[config.mk]
export PLATFORM = sky130hd
export DESIGN_NAME = pcr_regs
export DESIGN_NICKNAME = d
export VERILOG_FILES = /design/src/core/pcr_pkg.sv /design/src/core/pcr_seq_limit.sv /design/src/core/pcr_regs.sv
export VERILOG_INCLUDE_DIRS = /design/src /design/src/core
export SDC_FILE = /design/constraint.sdc
export NUM_CORES = 1
export LEC_CHECK = 0
export ABC_AREA = 0
export BUFFER_PORTS_ARGS = -buffer_cell sky130_fd_sc_hd__buf_4
export CAP_MARGIN = 30
export CORE_ASPECT_RATIO = 0.9
export CORE_UTILIZATION = 30
export CTS_CLUSTER_SIZE = 14
export DETAILED_ROUTE_END_ITERATION = 10
export PLACE_DENSITY = 0.65
export SETUP_SLACK_MARGIN = 0.15
export SLEW_MARGIN = 20
export SYNTH_ARGS = -nofsm -noshare
export SYNTH_HDL_FRONTEND = slang
export SYNTH_SLANG_ARGS = --single-unit
[constraint.sdc]
create_clock -name mclk_in -period 3.74 [get_ports mclk_in]
set_clock_uncertainty 0.2 [all_clocks]
set_input_delay 0.187 -clock mclk_in [delete_from_list [all_inputs] [get_ports mclk_in]]
set_output_delay 0.187 -clock mclk_in [all_outputs]
set_load 0.1 [all_outputs]
[src/core/pcr_cfg.svh]
`ifndef PCR_CFG_SVH
`define PCR_CFG_SVH

// Dword indices of the capability registers in configuration space.
`define PCR_IDX_PBA      6'h1a
`define PCR_IDX_PCIX     6'h1b
`define PCR_IDX_STAT     6'h1c

// Locator fields.
`define PCR_BIR_HI       2
`define PCR_BIR_LO       0
`define PCR_BAR_FIRST    8'h10
`define PCR_BIR_LAST     3'h5

// Capability identifier dword: id, next pointer, command.
`define PCR_CAP_ID       8'h07
`define PCR_CMD_DPR_BIT  0
`define PCR_CMD_MRBC_HI  3
`define PCR_CMD_MRBC_LO  2
`define PCR_CMD_MOST_HI  6
`define PCR_CMD_MOST_LO  4
`define PCR_CMD_MOST_RST 3'h6
`define PCR_CMD_MRBC_RST 2'h0
`define PCR_CMD_DPR_RST  1'h0

// Status fields.
`define PCR_ST_RSCE_BIT  29
`define PCR_ST_DMCRS     3'h4
`define PCR_ST_DMOST     3'h6
`define PCR_ST_DMMRBC    2'h2
`define PCR_ST_CPLX      1'h0
`define PCR_ST_USC_BIT   19
`define PCR_ST_SCD_BIT   18

// Edges after reset release before the sense pins are caught.
`define PCR_STRAP_WAIT   2'h3

`endif

[src/core/pcr_pkg.sv]
package pcr_pkg;

	typedef logic [4:0]  pcr_split_cnt_t;
	typedef logic [11:0] pcr_byte_cnt_t;

	// Reserved code 3'h7 falls back to the smallest limit.
	function automatic pcr_split_cnt_t pcr_most_limit(input logic [2:0] code);
		unique case (code)
			3'h0: pcr_most_limit = 5'h01;
			3'h1: pcr_most_limit = 5'h02;
			3'h2: pcr_most_limit = 5'h03;
			3'h3: pcr_most_limit = 5'h04;
			3'h4: pcr_most_limit = 5'h08;
			3'h5: pcr_most_limit = 5'h0c;
			3'h6: pcr_most_limit = 5'h10;
			3'h7: pcr_most_limit = 5'h01;
		endcase
	endfunction : pcr_most_limit

	// Reserved code 2'h3 falls back to the smallest byte count.
	function automatic pcr_byte_cnt_t pcr_mrbc_bytes(input logic [1:0] code);
		unique case (code)
			2'h0: pcr_mrbc_bytes = 12'h200;
			2'h1: pcr_mrbc_bytes = 12'h400;
			2'h2: pcr_mrbc_bytes = 12'h800;
			2'h3: pcr_mrbc_bytes = 12'h200;
		endcase
	endfunction : pcr_mrbc_bytes

endpackage : pcr_pkg

[src/core/pcr_seq_limit.sv]
`timescale 1ns/100ps
`default_nettype none

module pcr_seq_limit #(
	parameter int MAX_SPLITS = 16
) (
	// Clock and reset
	input  wire logic                   mclk_in,
	input  wire logic                   rstn_in,
	// Live command fields
	input  wire logic [2:0]             most_code_in,
	input  wire logic [1:0]             mrbc_code_in,
	// Sequence events
	input  wire logic                   seq_prep_in,
	input  wire logic                   split_issue_in,
	input  wire logic                   split_done_in,
	// Limits of the prepared sequence
	output var pcr_pkg::pcr_split_cnt_t seq_limit_out,
	output var pcr_pkg::pcr_byte_cnt_t  seq_bytes_out,
	output logic                        split_room_out,
	output var pcr_pkg::pcr_split_cnt_t outstanding_out
);
	import pcr_pkg::*;

	initial begin
		if (MAX_SPLITS != 16)
			$error("pcr_seq_limit: the limit table tops out at sixteen");
	end

	pcr_split_cnt_t cnt_d;
	pcr_split_cnt_t lim_d;
	logic           inc;
	logic           dec;

	// Limits are caught only when a sequence is prepared, so a later
	// command write does not disturb a sequence already prepared.
	assign lim_d = seq_prep_in ? pcr_most_limit(most_code_in) : seq_limit_out;
	assign inc   = split_issue_in && split_room_out;
	assign dec   = split_done_in && (outstanding_out != 5'h00);
	assign cnt_d = outstanding_out + 5'(inc) - 5'(dec);

	always_ff @(posedge mclk_in or negedge rstn_in) begin
		if (!rstn_in) begin
			seq_limit_out   <= 5'h01;
			seq_bytes_out   <= 12'h200;
			outstanding_out <= 5'h00;
			split_room_out  <= 1'b1;
		end else begin
			seq_limit_out   <= lim_d;
			if (seq_prep_in)
				seq_bytes_out <= pcr_mrbc_bytes(mrbc_code_in);
			outstanding_out <= cnt_d;
			split_room_out  <= cnt_d < lim_d;
		end
	end

endmodule : pcr_seq_limit

`default_nettype wire

[src/core/pcr_regs.sv]
`include "pcr_cfg.svh"
`timescale 1ns/100ps
`default_nettype none

module pcr_regs #(
	parameter logic [31:0] PBA_OFFSET = 32'h0000_2000,
	parameter logic [2:0]  PBA_BIR    = 3'h0,
	parameter int          MAX_SPLITS = 16
) (
	// Clock and reset
	input  wire logic        mclk_in,
	input  wire logic        rstn_in,
	// Configuration access, type 0, addressed to this function
	input  wire logic        cfg_req_in,
	input  wire logic        cfg_we_in,
	input  wire logic [5:0]  cfg_idx_in,
	input  wire logic [3:0]  cfg_be_in,
	input  wire logic [31:0] cfg_wdata_in,
	input  wire logic [2:0]  cfg_fn_in,
	output logic             cfg_ack_out,
	output logic [31:0]      cfg_rdata_out,
	// Identity and list position from the bus interface
	input  wire logic [7:0]  bus_num_in,
	input  wire logic [4:0]  dev_num_in,
	input  wire logic [7:0]  next_ptr_in,
	// Power-on sense pins: bit 1 gates 133 MHz, bit 0 the 64-bit bus
	input  wire logic [1:0]  power_on_sense_pins_in,
	// Completion and parity events
	input  wire logic        cmpl_err_msg_in,
	input  wire logic        unexp_cmpl_in,
	input  wire logic        cmpl_drop_in,
	input  wire logic        pcix_mode_in,
	input  wire logic        mdpe_status_in,
	output logic             serr_req_out,
	// Sequence engine
	input  wire logic        seq_prep_in,
	input  wire logic        split_issue_in,
	input  wire logic        split_done_in,
	output var pcr_pkg::pcr_split_cnt_t seq_limit_out,
	output var pcr_pkg::pcr_byte_cnt_t  seq_bytes_out,
	output logic             split_room_out,
	// Fixed, strapped and identity facts for the rest of the device
	output logic [7:0]       pba_bar_addr_out,
	output logic             allow_133_out,
	output logic             bus_64_out,
	output logic [15:0]      requester_id_out
);
	import pcr_pkg::*;

	initial begin
		if (PBA_BIR > `PCR_BIR_LAST)
			$error("pcr_regs: base register indicator 6 and 7 are reserved");
	end

	// Command register.
	logic [2:0] most_q;
	logic [1:0] mrbc_q;
	logic       dpr_q;

	// Status register.
	logic       rsce_q;
	logic       usc_q;
	logic       scd_q;
	logic       cap133_q;
	logic       bus64_q;
	logic [7:0] bus_q;
	logic [4:0] dev_q;
	logic [2:0] fn_q;

	// Strap capture.
	logic [1:0] sense_s1_q;
	logic [1:0] sense_s2_q;
	logic [1:0] strap_cnt_q;
	logic       strap_done_q;

	// Parity watch.
	logic       mdpe_prev_q;

	// Access decode.
	wire        hit_pba  = cfg_idx_in == `PCR_IDX_PBA;
	wire        hit_pcix = cfg_idx_in == `PCR_IDX_PCIX;
	wire        hit_stat = cfg_idx_in == `PCR_IDX_STAT;
	wire        wr       = cfg_req_in && cfg_we_in;
	wire        wr_cmd   = wr && hit_pcix && cfg_be_in[2];
	wire        wr_st_hi = wr && hit_stat && cfg_be_in[3];
	wire        wr_st_md = wr && hit_stat && cfg_be_in[2];

	// Write-one-to-clear terms; a hardware set in the same cycle wins.
	wire        clr_rsce = wr_st_hi && cfg_wdata_in[`PCR_ST_RSCE_BIT];
	wire        clr_usc  = wr_st_md && cfg_wdata_in[`PCR_ST_USC_BIT];
	wire        clr_scd  = wr_st_md && cfg_wdata_in[`PCR_ST_SCD_BIT];
	wire        rsce_d   = cmpl_err_msg_in || (rsce_q && !clr_rsce);
	wire        usc_d    = unexp_cmpl_in || (usc_q && !clr_usc);
	wire        scd_d    = cmpl_drop_in || (scd_q && !clr_scd);

	// Read images.
	wire [31:0] pba_word = {PBA_OFFSET[31:3], PBA_BIR};
	wire [15:0] cmd_word = {9'h000, most_q, mrbc_q, 1'b0, dpr_q};
	wire [31:0] pcix_word = {cmd_word, next_ptr_in, `PCR_CAP_ID};
	wire [31:0] stat_word = {
		2'h0,
		rsce_q,
		`PCR_ST_DMCRS,
		`PCR_ST_DMOST,
		`PCR_ST_DMMRBC,
		`PCR_ST_CPLX,
		usc_q,
		scd_q,
		cap133_q,
		bus64_q,
		bus_q,
		dev_q,
		fn_q
	};
	wire [31:0] rd_mux = hit_pba  ? pba_word  :
	                     hit_pcix ? pcix_word :
	                     hit_stat ? stat_word : 32'h0000_0000;

	// Base register picked by the locator indicator.
	wire [7:0]  bar_addr = `PCR_BAR_FIRST + {3'h0, PBA_BIR, 2'h0};

	// Parity error reporting when recovery is off.
	wire        mdpe_rise = mdpe_status_in && !mdpe_prev_q;
	wire        serr_d    = mdpe_rise && pcix_mode_in && !dpr_q;

	// Straps sit on pins, so they pass two flops before use.
	wire        strap_take = !strap_done_q && (strap_cnt_q == `PCR_STRAP_WAIT);

	always_ff @(posedge mclk_in or negedge rstn_in) begin
		if (!rstn_in) begin
			cfg_ack_out   <= 1'b0;
			cfg_rdata_out <= 32'h0000_0000;
		end else begin
			cfg_ack_out   <= cfg_req_in;
			cfg_rdata_out <= (cfg_req_in && !cfg_we_in) ? rd_mux : 32'h0000_0000;
		end
	end

	always_ff @(posedge mclk_in or negedge rstn_in) begin
		if (!rstn_in) begin
			most_q <= `PCR_CMD_MOST_RST;
			mrbc_q <= `PCR_CMD_MRBC_RST;
			dpr_q  <= `PCR_CMD_DPR_RST;
		end else if (wr_cmd) begin
			most_q <= cfg_wdata_in[16 + `PCR_CMD_MOST_HI:16 + `PCR_CMD_MOST_LO];
			mrbc_q <= cfg_wdata_in[16 + `PCR_CMD_MRBC_HI:16 + `PCR_CMD_MRBC_LO];
			dpr_q  <= cfg_wdata_in[16 + `PCR_CMD_DPR_BIT];
		end
	end

	always_ff @(posedge mclk_in or negedge rstn_in) begin
		if (!rstn_in) begin
			rsce_q <= 1'b0;
			usc_q  <= 1'b0;
			scd_q  <= 1'b0;
		end else begin
			rsce_q <= rsce_d;
			usc_q  <= usc_d;
			scd_q  <= scd_d;
		end
	end

	// Function number follows each type 0 access; bus and device numbers
	// track the bus interface so the identifiers never go stale.
	always_ff @(posedge mclk_in or negedge rstn_in) begin
		if (!rstn_in) begin
			bus_q <= 8'h00;
			dev_q <= 5'h00;
			fn_q  <= 3'h0;
		end else begin
			bus_q <= bus_num_in;
			dev_q <= dev_num_in;
			if (cfg_req_in)
				fn_q <= cfg_fn_in;
		end
	end

	always_ff @(posedge mclk_in or negedge rstn_in) begin
		if (!rstn_in) begin
			sense_s1_q <= 2'h0;
			sense_s2_q <= 2'h0;
		end else begin
			sense_s1_q <= power_on_sense_pins_in;
			sense_s2_q <= sense_s1_q;
		end
	end

	// The straps are caught once, after the synchroniser has filled, and
	// then held; later pin activity cannot change the reported bus type.
	always_ff @(posedge mclk_in or negedge rstn_in) begin
		if (!rstn_in) begin
			strap_cnt_q  <= 2'h0;
			strap_done_q <= 1'b0;
			cap133_q     <= 1'b0;
			bus64_q      <= 1'b0;
		end else begin
			if (!strap_done_q && !strap_take)
				strap_cnt_q <= strap_cnt_q + 2'h1;
			if (strap_take) begin
				strap_done_q <= 1'b1;
				cap133_q     <= !sense_s2_q[1];
				bus64_q      <= !sense_s2_q[0];
			end
		end
	end

	always_ff @(posedge mclk_in or negedge rstn_in) begin
		if (!rstn_in) begin
			mdpe_prev_q  <= 1'b0;
			serr_req_out <= 1'b0;
		end else begin
			mdpe_prev_q  <= mdpe_status_in;
			serr_req_out <= serr_d;
		end
	end

	always_ff @(posedge mclk_in or negedge rstn_in) begin
		if (!rstn_in) begin
			pba_bar_addr_out <= 8'h00;
			allow_133_out    <= 1'b0;
			bus_64_out       <= 1'b0;
			requester_id_out <= 16'h0000;
		end else begin
			pba_bar_addr_out <= bar_addr;
			allow_133_out    <= cap133_q;
			bus_64_out       <= bus64_q;
			requester_id_out <= {bus_q, dev_q, fn_q};
		end
	end

	// Sequences take their limits from the command register at preparation.
	pcr_seq_limit #(
		.MAX_SPLITS (MAX_SPLITS)
	) u_seq_limit (
		.mclk_in         (mclk_in),
		.rstn_in         (rstn_in),
		.most_code_in    (most_q),
		.mrbc_code_in    (mrbc_q),
		.seq_prep_in     (seq_prep_in),
		.split_issue_in  (split_issue_in),
		.split_done_in   (split_done_in),
		.seq_limit_out   (seq_limit_out),
		.seq_bytes_out   (seq_bytes_out),
		.split_room_out  (split_room_out),
		.outstanding_out ()
	);

endmodule : pcr_regs

`default_nettype wire

## Yosys cells after proc, flatten, opt, wreduce, memory -nomap -nowiden

Memory sizes are Yosys's and may differ from the RTL's.
Cells that the tools add are included.

| word-level totals | value |
|---|---|
| bits of input ports | 80 |
| word-level logic and storage cells | 81 |
| output and inout bits | 78 |
| ROM bits | 40 |
| register bits after elaboration | 109 |
| memories kept | 1 |

| operators by class | value |
|---|---|
| reduce and logical (&&, ||, !) cells | 36 |
| mux-type cells | 6 |
| $lt $le $gt $ge | 1 |
| add/subtract/negate cells | 3 |
| equal/unequal tests | 7 |

Memory list:

| name | words | width | rd ports | clocked after Yosys merged registers in | wr ports | line | text |
|---|---|---|---|---|---|---|---|
| (no name shown) | 8 | 5 | 1 | 0 | 0 | pcr_pkg.sv:8 | `unique case (code)` |

Operators with widths:

| kind | count |
|---|---|
| $mux 30 | 4 |
| $pmux 12 s3 | 1 |
| $logic_and 1x1->1 | 20 |
| $eq 6x5->1 const B | 3 |
| $logic_not 1->1 | 10 |
| $eq 2x2->1 const B | 3 |
| $add 5x1->5 | 1 |
| $lt 5x5->1 | 1 |
| $mux 5 | 1 |
| $reduce_bool 5->1 | 1 |
| $sub 5x1->5 | 1 |
| $logic_or 1x1->1 | 3 |
| $add 2x1->2 const B | 1 |
| $eq 2x1->1 const B | 1 |
| $logic_not 2->1 | 1 |
| $reduce_or 2->1 | 1 |

## Logic depth before layout (Yosys ltp)

Gate-level depths: netlist of the first run.

| depth | value |
|---|---|
| word-level depth | 7 |
| gate-level depth with buffers | 14 |
| gate-level depth less buffers | 14 |

## Modules after synthesis

A second synthesis of the first run with hierarchy kept.

| unflattened totals | value |
|---|---|
| cell total of the unflattened synthesis | 295 |
| area total of the unflattened synthesis | 3776.1 um^2 |

By module, submodules not included:

| module | cells an instance | area each (um^2) | sequential area each (um^2) | instances |
|---|---|---|---|---|
| pcr_regs | 200 | 2830.2 | 2029.4 | 1 |
| pcr_seq_limit | 95 | 945.9 | 354.1 | 1 |

## Worst setup path after synthesis of the first run

OpenSTA, ideal clock, no wires.

| timing path | value |
|---|---|
| path type | reg-to-reg |
| start point | register u_seq_limit.outstanding_out[3] |
| end point | register u_seq_limit.split_room_out |
| data arrival time | 2.551 ns |
| required time | 3.468 ns |
| path buffers | 0 |
| slack | 0.917 ns |
| cell stages (with the launch flop) | 15 |
| period minus slack after synthesis | 2.823 ns |
| cells stage by stage | dfrtp_1 -> inv_1 -> ha_1 -> a31oi_1 -> ha_1 -> inv_1 -> ha_1 -> fa_1 -> a21oi_1 -> o21bai_1 -> xnor2_1 -> ha_1 -> a21oi_1 -> nand3_1 -> o21ai_1 |

| between the ends | value |
|---|---|
| word-level cells in the longest chain between the ends | 4 |
| elaborated cells on any way between the ends | 5 |

RTL lines:

| item | line | text |
|---|---|---|
| start: declaration | pcr_seq_limit.sv:21 | `output var pcr_pkg::pcr_split_cnt_t outstanding_out` |
| start signal: assignment | pcr_seq_limit.sv:52 | `outstanding_out <= cnt_d;` |
| branches (longest 2 deep; another with $add 5x1->5) | - |  |
| $sub 5x1->5 * | pcr_seq_limit.sv:40 | `assign cnt_d = outstanding_out + 5'(inc) - 5'(dec);` |
| net u_seq_limit.cnt_d[4] | pcr_seq_limit.sv:30 | `pcr_split_cnt_t cnt_d;` |
| $lt 5x5->1 * | pcr_seq_limit.sv:53 | `split_room_out <= cnt_d < lim_d;` |
| end signal: assignment | pcr_seq_limit.sv:53 |  |
| end: declaration | pcr_seq_limit.sv:20 | `output logic split_room_out,` |

Mark *: on every way through the listed nets, which the timed path passes.
A chain may end at the register's enable or synchronous reset.

## Final worst setup path of the first run

| timing path | value |
|---|---|
| start point | register u_seq_limit.outstanding_out[2] |
| end point | register u_seq_limit.split_room_out |

The elaborated chain is that of the path after synthesis.

==> results.json, run 1 <==
{
  "fp.coreArea_mm2": 0.0121,
  "dr.first_iter.drc_count": 87,
  "setup_viol_count_final": 0,
  "final_nets": 538,
  "tritoncts": "done",
  "port_buffers": 109,
  "total_power_mw": 2.88,
  "post_route_cells_drive_above_1_share_pct": 33.2,
  "synth-edff-count": 0,
  "fin_crit_ns": 3.09,
  "critical_path.max_fanout": 3,
  "grt_pass1_vias": 2630,
  "cts_hold_buf": 44,
  "synth_adder_area_share_pct": 5.88,
  "drt-vias-per-instance": 4.24,
  "antennaDiodeCount": 0,
  "vias": 2572,
  "clock-root-buffer": "clkbuf_16",
  "final.fill_count": 1134,
  "cts_post_setup_buffers_inserted": 0,
  "min_period_over_period_pct": 82.7,
  "worstRegToRegCells": 14,
  "synth_seq_area_share_pct": 63.7,
  "synth_area_mm2": 0.00374,
  "max_cap_violations": 0,
  "finalWeightedCongestion": 0.704,
  "grt_use_total_pct": 13.7,
  "critical_path_arrival_ns": 3.17,
  "p_per_area_mw_per_mm2": 540,
  "cp.required_ns": 3.81,
  "min_path_cells": 4,
  "worst_slew_margin_rel_pct": 36.5,
  "synthMuxAreaShare_pct": 5.05,
  "register_clock_pin_slew_on_the_reported_worst_setup_and_hold_paths_ns": 0.07,
  "max_clock_freq_mhz": 323,
  "synth_cells": 288,
  "synth_xor_xnor_area_share_pct": 1.17,
  "static-leakage-power_nw": 2.58,
  "post_drt_wl_per_cell_um": 13.6,
  "rsz0062_at_grt": "false",
  "grt_antenna_before_repair": 0,
  "post_synth_top_area_share_pct": 60.2,
  "post_synth_num_cell_types": 40,
  "synth_top_family_by_area": "simple AND/OR/NAND/NOR gates",
  "result_of_the_run": "finished, final reports clean",
  "synth.top_cells.by_area": "dfrtp_1 (60%), ha_1 (5.3%), buf_4 (4.8%)",
  "finalSetupTns_ns": 0,
  "synth_flop_cell": "dfrtp_1",
  "cts_repair_resize_count": 0,
  "syn_avg_cell_area_um2": 13.0,
  "synth_seq_cells": 95,
  "clock_tree.buffer_depth": 2,
  "placementRows": 38,
  "die_area_mm2": 0.0129,
  "dieHeight_um": 108,
  "drt-total-wl_um": 8240,
  "maxSlewViolCount": 0,
  "yosys.area_share.simple_pct": 11.0,
  "synthesis.yosys.warnings": 0,
  "ir_worst_vdd_mv": 0.263,
  "worst_pin_slew_ns": 0.952,
  "final_antenna_net_count": 0,
  "worstSkewPairLatency_ns": 0.34,
  "tritoncts.num_buffers": 9,
  "final-seq-area_mm2": 0.00238,
  "critical_path.startpoint_type": "flop",
  "drc": 0,
  "pin_count": 158,
  "critPathKind": "reg2reg",
  "global_route_wire_length_before_repair_um": 13100,
  "tritoncts_num_sinks": 95,
  "overflow_left_after_global_routing": 0,
  "hold_path_class": "in2reg",
  "finalHoldViolCount": 0,
  "endpoint_kind": "flop",
  "htreeDepth": 3,
  "dp_hpwl_um": 5640,
  "synth_compound_gate_area_share_pct": 5.08,
  "maximum_number_of_pins_on_one_net_before_global_route_repair": 81,
  "synth_area_leader_cell": "dfrtp_1",
  "area_delta_synth_final_pct": 42.7,
  "synth-async-reset-ratio_pct": 100,
  "drt_first_pass_iters": 4,
  "start_util_pct": 30.9,
  "floorplan.die.width_um": 120,
  "multi_input_comb_area_mm2": 0.00114
}
Yosys cell counts, drive strengths merged, types with 2 or more instances:
master  instances
clkbuf          2
o21a            2
xor2            4
and2            2
o21ai           4
dfrtp          90
nand2b          5
and3b           2
and3            8
nand2           4
a21o            5
mux2i           2
nor2            7
a31oi           2
dfstp           5
nand3          32
mux2           13
nor3            2
ha             16
a21oi          18
inv            18
buf            31
nand4           2
nor2b           2
conb            2
cell families after synthesis:
group,Yosys count
adders and majority gates,17
other,2
AOI/OAI and AO/OA,33
DFF,95
buffers and inverters,51
xor gates and xnor gates,5
and+or+nand+nor,70
muxes,15
final timing paths:
kind	startpoint	to	slack [ns]
max	u_seq_limit.outstanding_out[2]	u_seq_limit.split_room_out	0.65
min reg2reg	sense_s1_q[1]	sense_s2_q[1]	0.16
min	cfg_idx_in[1]	cfg_rdata_out[28]	0.06
min in group asynchronous	rstn_in	u_seq_limit.seq_limit_out[1]	0.24
max reg2reg	u_seq_limit.outstanding_out[2]	u_seq_limit.split_room_out	0.65
max in group asynchronous	rstn_in	requester_id_out[14]	2.40
per-stage QoR:
stage | hold slack, ns | setup WS [ns] | instances | cell area, um^2 | util, %
after floorplan | -0.309 | 0.917 | 308 | 3820 | -
after global placement | 0.0963 | 0.729 | 546 | 4620 | 38.1
after detailed placement | 0.0976 | 0.620 | 546 | 4620 | 38.1
after CTS | 0.0366 | 0.610 | 606 | 5340 | 44.0
after global routing | 0.0642 | 0.411 | 606 | 5340 | 44.1
final | 0.0561 | 0.647 | 606 | 5340 | 44.1
worst max-delay path, stage by stage, from the launching register on:
cell and delay [ns]:
dfrtp_1 0.38, inv_1 0.08, ha_1 0.14, a31oi_1 0.09, ha_1 0.29, inv_1 0.04
ha_1 0.21, fa_1 0.41, a21oi_1 0.15, o21bai_1 0.09, xnor2_1 0.23, ha_1 0.30
a21oi_1 0.19, nand3_1 0.10, o21ai_1 0.13
layer usage:
layer	track usage, %	part of all wire, %	routed length [um]
met1	15.5	41	3360
met3	6.33	7.1	588
met2	23.3	51	4200
met5	0	0	0
met4	4.02	1.1	87
registers in the layout, summed over array words and instances (netlist names), 2 cells and up:
register and cells:
cfg_rdata_out 25, fn_q 3, requester_id_out 16, strap_cnt_q 2
u_seq_limit.seq_bytes_out 3, sense_s2_q 2, most_q 3, dev_q 5
u_seq_limit.seq_limit_out 5, u_seq_limit.outstanding_out 5, sense_s1_q 2, bus_q 8
mrbc_q 2
cell usage in the layout (no fill, tap or decap), drive strengths merged:
cell type / count
o21a: 2
and3b: 2
a21oi: 18
dfstp: 5
a21o: 5
and2: 2
ha: 16
nand2b: 5
and3: 8
xnor2: 1
clkinv: 4
xor2: 4
dlygate4sd3: 44
fa: 1
nand4b: 1
nand2: 4
buf: 111
nor2b: 2
nand4: 2
mux2i: 2
a31oi: 2
nor2: 7
nor4bb: 1
o21bai: 1
inv: 20
nor3: 2
nor3b: 1
nand3: 32
o211ai: 1
o21ai: 4
conb: 22
mux2: 13
dfrtp: 90
and4: 1
clkbuf: 10
power breakdown:
part,switching (mW),leakage [nW],internal (mW)
Clock,0.389,0.137,0.455
Combinational,0.583,1.28,0.305
Sequential,0.0367,1.16,1.11
final cells by class:
class / count / share of cell area (%)
Clock buffer: 10 / 4.29
Clock inverter: 6 / 0.843
Inverter: 18 / 1.26
Multi-Input combinational cell: 162 / 21.3
Sequential cell: 95 / 44.6
Tap cell: 160 / 3.75
Timing Repair Buffer: 155 / 23.9
Power figures use the tool's default switching activity.
==> inputs of run 2 (changes only) <==
Clock period 3.74 ns to 3 ns, I/O delays scaled along.
==> results.json, run 2 (synthesized netlist as in run 1, its figures left out) <==
{
  "max_reg_flops": 25,
  "grt.met2_usage_pct": 25.8,
  "worst_hold_startpoint": "cfg_we_in",
  "setup_slack_after_placement_ns": -0.173,
  "register_clock_pin_slew_on_the_reported_worst_setup_and_hold_paths_ns": 0.06,
  "placementRows": 38,
  "finalWeightedCongestion": 0.708,
  "worstReg2RegStart": "u_seq_limit.outstanding_out[3]",
  "rsz0062_at_grt": "true",
  "drt_first_pass_iters": 4,
  "worstSkewPairLatency_ns": 0.34,
  "drc": 0,
  "min_period_over_period_pct": 97.9,
  "drt-total-wl_um": 8690,
  "port_buffers": 109,
  "result_of_the_run": "finished, final reports clean",
  "worst-r2r-setup-slack_ns": 0.06,
  "placed_cells": 547,
  "clock_power_share_pct": 25.8,
  "critical_path.startpoint_type": "flop",
  "max_stage_delay_ns": 0.39,
  "die_area_mm2": 0.0129,
  "p_per_area_mw_per_mm2": 725,
  "drt-vias-per-instance": 4.31,
  "top_register": "cfg_rdata_out",
  "tritoncts": "done",
  "area_delta_synth_final_pct": 47.6,
  "switch_pwr_mw": 1.39,
  "hold-path-endpoint": "cfg_rdata_out[17]",
  "gr-usage-met1_pct": 15.8,
  "pin_count": 158,
  "final_cell_mix": "buf_4 (118), dfrtp_1 (90), dlygate4sd3_1 (49)",
  "overflow_left_after_global_routing": 0,
  "biggestRegsByFlops": "cfg_rdata_out x25, requester_id_out x16, bus_q x8",
  "critical_path_arrival_ns": 3.00,
  "tritoncts_num_sinks": 95,
  "sw_frac_of_total_pct": 34.7,
  "internal_power_mw": 2.62,
  "clock_tree.buffer_depth": 2,
  "setup_viol_count_final": 0,
  "floorplan.die.width_um": 120,
  "fin_crit_ns": 2.94,
  "grt_use_total_pct": 14.5,
  "tritoncts.num_buffers": 9,
  "static-leakage-power_nw": 2.66,
  "top_usage_layer": "met2",
  "vias": 2661,
  "cp.required_ns": 3.07,
  "setup_ws_ns": 0.0631,
  "ir_worst_vdd_mv": 0.399,
  "maximum_number_of_pins_on_one_net_before_global_route_repair": 55,
  "critical_path.most_common_cell": "ha_4",
  "critPathKind": "reg2reg",
  "max_cap_violations": 0,
  "final.fill_count": 1110,
  "final_antenna_net_count": 0,
  "max_clock_freq_mhz": 340,
  "dieHeight_um": 108,
  "worstRegToRegCells": 14,
  "worst_pin_slew_ns": 0.900,
  "post_route_cells_drive_above_1_share_pct": 36.3,
  "crit_slowest_cell": "dfrtp_1",
  "grt_pass1_vias": 2773,
  "maxSlewViolCount": 0,
  "post_drt_wl_per_cell_um": 14.1,
  "cp_cell_sequence": "inv_2, ha_4, a31oi_1, ha_1, inv_2, ha_4, fa_2, a21oi_2, o21bai_2, xnor2_2, ha_4, nand3_1, o211ai_1, o21ai_2",
  "final_nets": 551,
  "comb_power_share_pct": 38.3,
  "whs_ns": 0.0504,
  "dp_hpwl_um": 5790,
  "clock-root-buffer": "clkbuf_16",
  "dr.first_iter.drc_count": 69,
  "grt_antenna_before_repair": 0,
  "mostFrequentLayoutCell": "buf_4",
  "antennaDiodeCount": 0,
  "critical_path.max_fanout": 3,
  "hold_path_class": "in2reg",
  "endpoint_kind": "flop",
  "start_util_pct": 30.9,
  "r2r_end": "u_seq_limit.split_room_out",
  "finish.cell_count_without_fillers": 617,
  "htreeDepth": 3,
  "global_route_wire_length_before_repair_um": 13900,
  "finalHoldViolCount": 0,
  "seq_power_share_pct": 35.9,
  "fp.coreArea_mm2": 0.0121,
  "grt.met3_usage_pct": 5.96,
  "min_path_cells": 3,
  "worst_slew_margin_rel_pct": 40.0
}
-- run 2: cell types whose count changed in the layout (fill, tap and decap cells not counted), sizes merged --
| cell | before | now |
|---|---|---|
| dlygate4sd3 | 44 | 49 |
| inv | 20 | 18 |
| clkinv | 4 | 1 |
| clkbuf | 10 | 13 |
| buf | 111 | 119 |
-- run 2: worst max-delay path, delay by kind of cell (launching register included) --
family | cells | cell delay, ns
AOI/OAI and AO/OA | 5 | 0.63
DFF | 1 | 0.39
and+or+nand+nor | 1 | 0.10
xor gates and xnor gates | 1 | 0.17
buffers and inverters | 2 | 0.13
adders and majority gates | 5 | 1.23
-- run 2: area by class of cell --
cell class | instances | area (um^2) | share of cell area [%]
sequential | 95 | 2380 | 43.1
timing repair buffer | 168 | 1400 | 25.3
multi-input combinational | 162 | 1210 | 22.0
clock buffer | 13 | 260 | 4.71
tap | 160 | 200 | 3.62
inverter | 18 | 67.6 | 1.22
clock inverter | 1 | 5.00 | 0.0906
-- run 2: worst max-delay path by stage --
stage | startpoint | to | slack, ns | depth (start not counted)
after floorplan | u_seq_limit.outstanding_out[3] | u_seq_limit.split_room_out | 0.18 | 14
after global placement | u_seq_limit.outstanding_out[3] | u_seq_limit.split_room_out | 0.02 | 14
after detailed placement | u_seq_limit.outstanding_out[2] | u_seq_limit.split_room_out | -0.17 | 14
after CTS | u_seq_limit.outstanding_out[3] | u_seq_limit.split_room_out | 0.02 | 14
after global routing | u_seq_limit.outstanding_out[3] | u_seq_limit.split_room_out | -0.05 | 14
final | u_seq_limit.outstanding_out[3] | u_seq_limit.split_room_out | 0.06 | 14
-- run 2: repair_timing --
item	in CTS	in global routing
setup endpoints to repair	1	1
hold buffers	49	0
resized for setup	6	10
setup buffers	4	3
pin swaps	5	11
endpoints found under the hold margin	90	0
-- run 2: per-layer routing --
layer  vias to the layer above  wire (um)
li1                       1257          -
met1                      1313       3580
met2                        83       4450
met3                         8        565
met4                         0         92
met5                         -          0
-- run 2: power groups by stage --
| stage | clock network (mW) | registers, mW | logic (mW) |
|---|---|---|---|
| 6_report | 1.03 | 1.44 | 1.53 |
| 4_1_cts | 1.08 | 1.44 | 1.26 |
| 2_1_floorplan | 0 | 1.68 | 0.619 |
| 5_1_grt | 1.13 | 1.45 | 1.68 |
| 3_3_place_gp | 0 | 1.46 | 1.05 |
| 3_5_place_dp | 0 | 1.46 | 1.09 |
-- run 2: per-stage QoR --
| step | TNS (ns) | area [um^2] | utilization, % | power (mW) |
|---|---|---|---|---|
| 2_1_floorplan | 0 | 3820 | - | 2.30 |
| 3_3_place_gp | 0 | 4640 | 38.3 | 2.51 |
| 3_5_place_dp | -0.173 | 4640 | 38.3 | 2.56 |
| 4_1_cts | 0 | 5440 | 44.9 | 3.78 |
| 5_1_grt | -0.0509 | 5530 | 45.6 | 4.26 |
| 6_report | 0 | 5530 | 45.6 | 4.01 |
==> inputs of run 3 (changes only) <==
Clock period 3 ns to 3.7 ns, I/O delays scaled along.
==> results.json, run 3 (synthesized netlist as in run 1, its figures left out) <==
{
  "result_of_the_run": "finished, final reports clean",
  "final_antenna_net_count": 0,
  "rsz0062_at_grt": "false",
  "max_reg_flops": 25,
  "dr.first_iter.drc_count": 103,
  "placementRows": 38,
  "overflow_left_after_global_routing": 0,
  "switch_pwr_mw": 1.00,
  "critical_path.startpoint_type": "flop",
  "finalHoldViolCount": 0,
  "fin_crit_ns": 3.13,
  "dp_hpwl_um": 5600,
  "vias": 2584,
  "cts_repair_resize_count": 0,
  "cp.required_ns": 3.77,
  "static-leakage-power_nw": 2.60,
  "die_area_mm2": 0.0129,
  "pin_count": 158,
  "finalSetupTns_ns": 0,
  "worst_hold_startpoint": "split_issue_in",
  "tritoncts_num_sinks": 95,
  "max_stage_delay_ns": 0.41,
  "postLayoutCoreUtil_pct": 44.5,
  "start_util_pct": 30.9,
  "worst_pin_slew_ns": 0.924,
  "cp_cell_sequence": "inv_1, ha_1, a31oi_1, ha_1, inv_1, ha_1, fa_1, a21oi_1, o21bai_1, xnor2_1, ha_1, a21oi_1, nand3_1, o21ai_1",
  "drc": 0,
  "antennaDiodeCount": 0,
  "mostFrequentLayoutCell": "buf_4",
  "hold-path-endpoint": "u_seq_limit.outstanding_out[0]",
  "top_register": "cfg_rdata_out",
  "post_route_cells_drive_above_1_share_pct": 33.3,
  "critical_path_arrival_ns": 3.19,
  "htreeDepth": 3,
  "setup_ws_ns": 0.572,
  "seq_power_share_pct": 38.0,
  "post-route-cell-area_mm2": 0.00539,
  "endpoint_kind": "flop",
  "floorplan.die.width_um": 120,
  "cts_post_setup_buffers_inserted": 0,
  "internal_power_mw": 2.07,
  "grt_use_total_pct": 13.4,
  "global_route_wire_length_before_repair_um": 12900,
  "drt-total-wl_um": 8080,
  "maximum_number_of_pins_on_one_net_before_global_route_repair": 81,
  "worst_slew_margin_rel_pct": 38.4,
  "comb_power_share_pct": 29.4,
  "tritoncts": "done",
  "worst-r2r-setup-slack_ns": 0.57,
  "final_nets": 537,
  "maxSlewViolCount": 0,
  "ir_worst_vdd_mv": 0.247,
  "port_buffers": 109,
  "final.fill_count": 1124,
  "clock-root-buffer": "clkbuf_16",
  "detailed_place.area_mm2": 0.00462,
  "critical_path.most_common_cell": "ha_1",
  "cts_hold_buf": 43,
  "worstReg2RegStart": "u_seq_limit.outstanding_out[2]",
  "hold_path_class": "in2reg",
  "drt-vias-per-instance": 4.27,
  "grt_pass1_vias": 2539,
  "biggestRegsByFlops": "cfg_rdata_out x25, requester_id_out x16, bus_q x8",
  "worstSkewPairLatency_ns": 0.34,
  "setup_slack_after_placement_ns": 0.581,
  "fp.coreArea_mm2": 0.0121,
  "area_delta_synth_final_pct": 44.0,
  "post_drt_wl_per_cell_um": 13.4,
  "crit_slowest_cell": "fa_1",
  "register_clock_pin_slew_on_the_reported_worst_setup_and_hold_paths_ns": 0.06,
  "finalWeightedCongestion": 0.703,
  "sw_frac_of_total_pct": 32.7,
  "max_cap_violations": 0,
  "min_path_cells": 3,
  "critical_path.max_fanout": 3,
  "clock_power_share_pct": 32.6,
  "dieHeight_um": 108,
  "setup_viol_count_final": 0,
  "r2r_end": "u_seq_limit.split_room_out",
  "max_clock_freq_mhz": 320,
  "grt_antenna_before_repair": 0,
  "clock_tree.buffer_depth": 2,
  "critPathKind": "reg2reg",
  "worstRegToRegCells": 14,
  "tritoncts.num_buffers": 9,
  "final_cell_mix": "buf_4 (110), dfrtp_1 (90), dlygate4sd3_1 (43)",
  "p_per_area_mw_per_mm2": 569,
  "crit_path_start": "u_seq_limit.outstanding_out[2]",
  "drt_first_pass_iters": 4,
  "min_period_over_period_pct": 84.5
}
## run 3: cell count changes in the layout (fill, tap and decap cells not counted), moves of 3 or more
cell           delta
buf_4             -8
dlygate4sd3_1     -6
ha_1              +3
ha_4              -3
inv_1             +3
inv_2             -3
## run 3: how the worst max path moves through the flow
stage / end / slack [ns] / cells past startpoint
finish: u_seq_limit.split_room_out / 0.57 / 14
global placement: u_seq_limit.split_room_out / 0.68 / 14
detailed placement: u_seq_limit.split_room_out / 0.58 / 14
global route: u_seq_limit.split_room_out / 0.35 / 14
floorplan: u_seq_limit.split_room_out / 0.88 / 14
CTS: u_seq_limit.split_room_out / 0.57 / 14
## run 3: stage by stage
step | instances | hold slack, ns | power (mW)
global route | 605 | 0.0103 | 3.27
floorplan | 308 | -0.311 | 1.86
detailed placement | 546 | 0.0953 | 2.06
global placement | 546 | 0.0944 | 2.03
finish | 605 | 0.0211 | 3.07
CTS | 605 | 0.00559 | 3.12
## run 3: per-layer routing
layer	vias to the layer above	part of all wire [%]	track usage [%]
li1	1229	-	-
met1	1260	41	15.2
met2	85	50	23.0
met5	-	0	0
met4	0	1.3	4.20
met3	10	6.9	5.85
## run 3: worst max-delay path: cells and delay by family (launching register included)
family	cells	cell delay [ns]
adder cells (fa/ha/maj)	5	1.35
AO/OA/AOI/OAI	5	0.62
flip-flops	1	0.39
XOR/XNOR	1	0.26
buffers and inverters	2	0.13
AND/OR/NAND/NOR	1	0.10
## run 3: area by class of cell
cell class	instances	area [um^2]	area share [%]
Tap cell	160	200	3.71
Inverter	18	67.6	1.25
Timing Repair Buffer	154	1270	23.5
Multi-Input combinational cell	162	1140	21.1
Sequential cell	95	2380	44.2
Clock buffer	12	256	4.76
Clock inverter	4	77.6	1.44
## run 3: power by group through the flow
stage,Sequential [mW],Clock (mW),Combinational [mW]
after floorplan,1.36,0,0.502
after global placement,1.18,0,0.849
after detailed placement,1.19,0,0.870
after CTS,1.17,1.04,0.911
after global routing,1.18,1.08,1.01
final,1.17,0.999,0.904
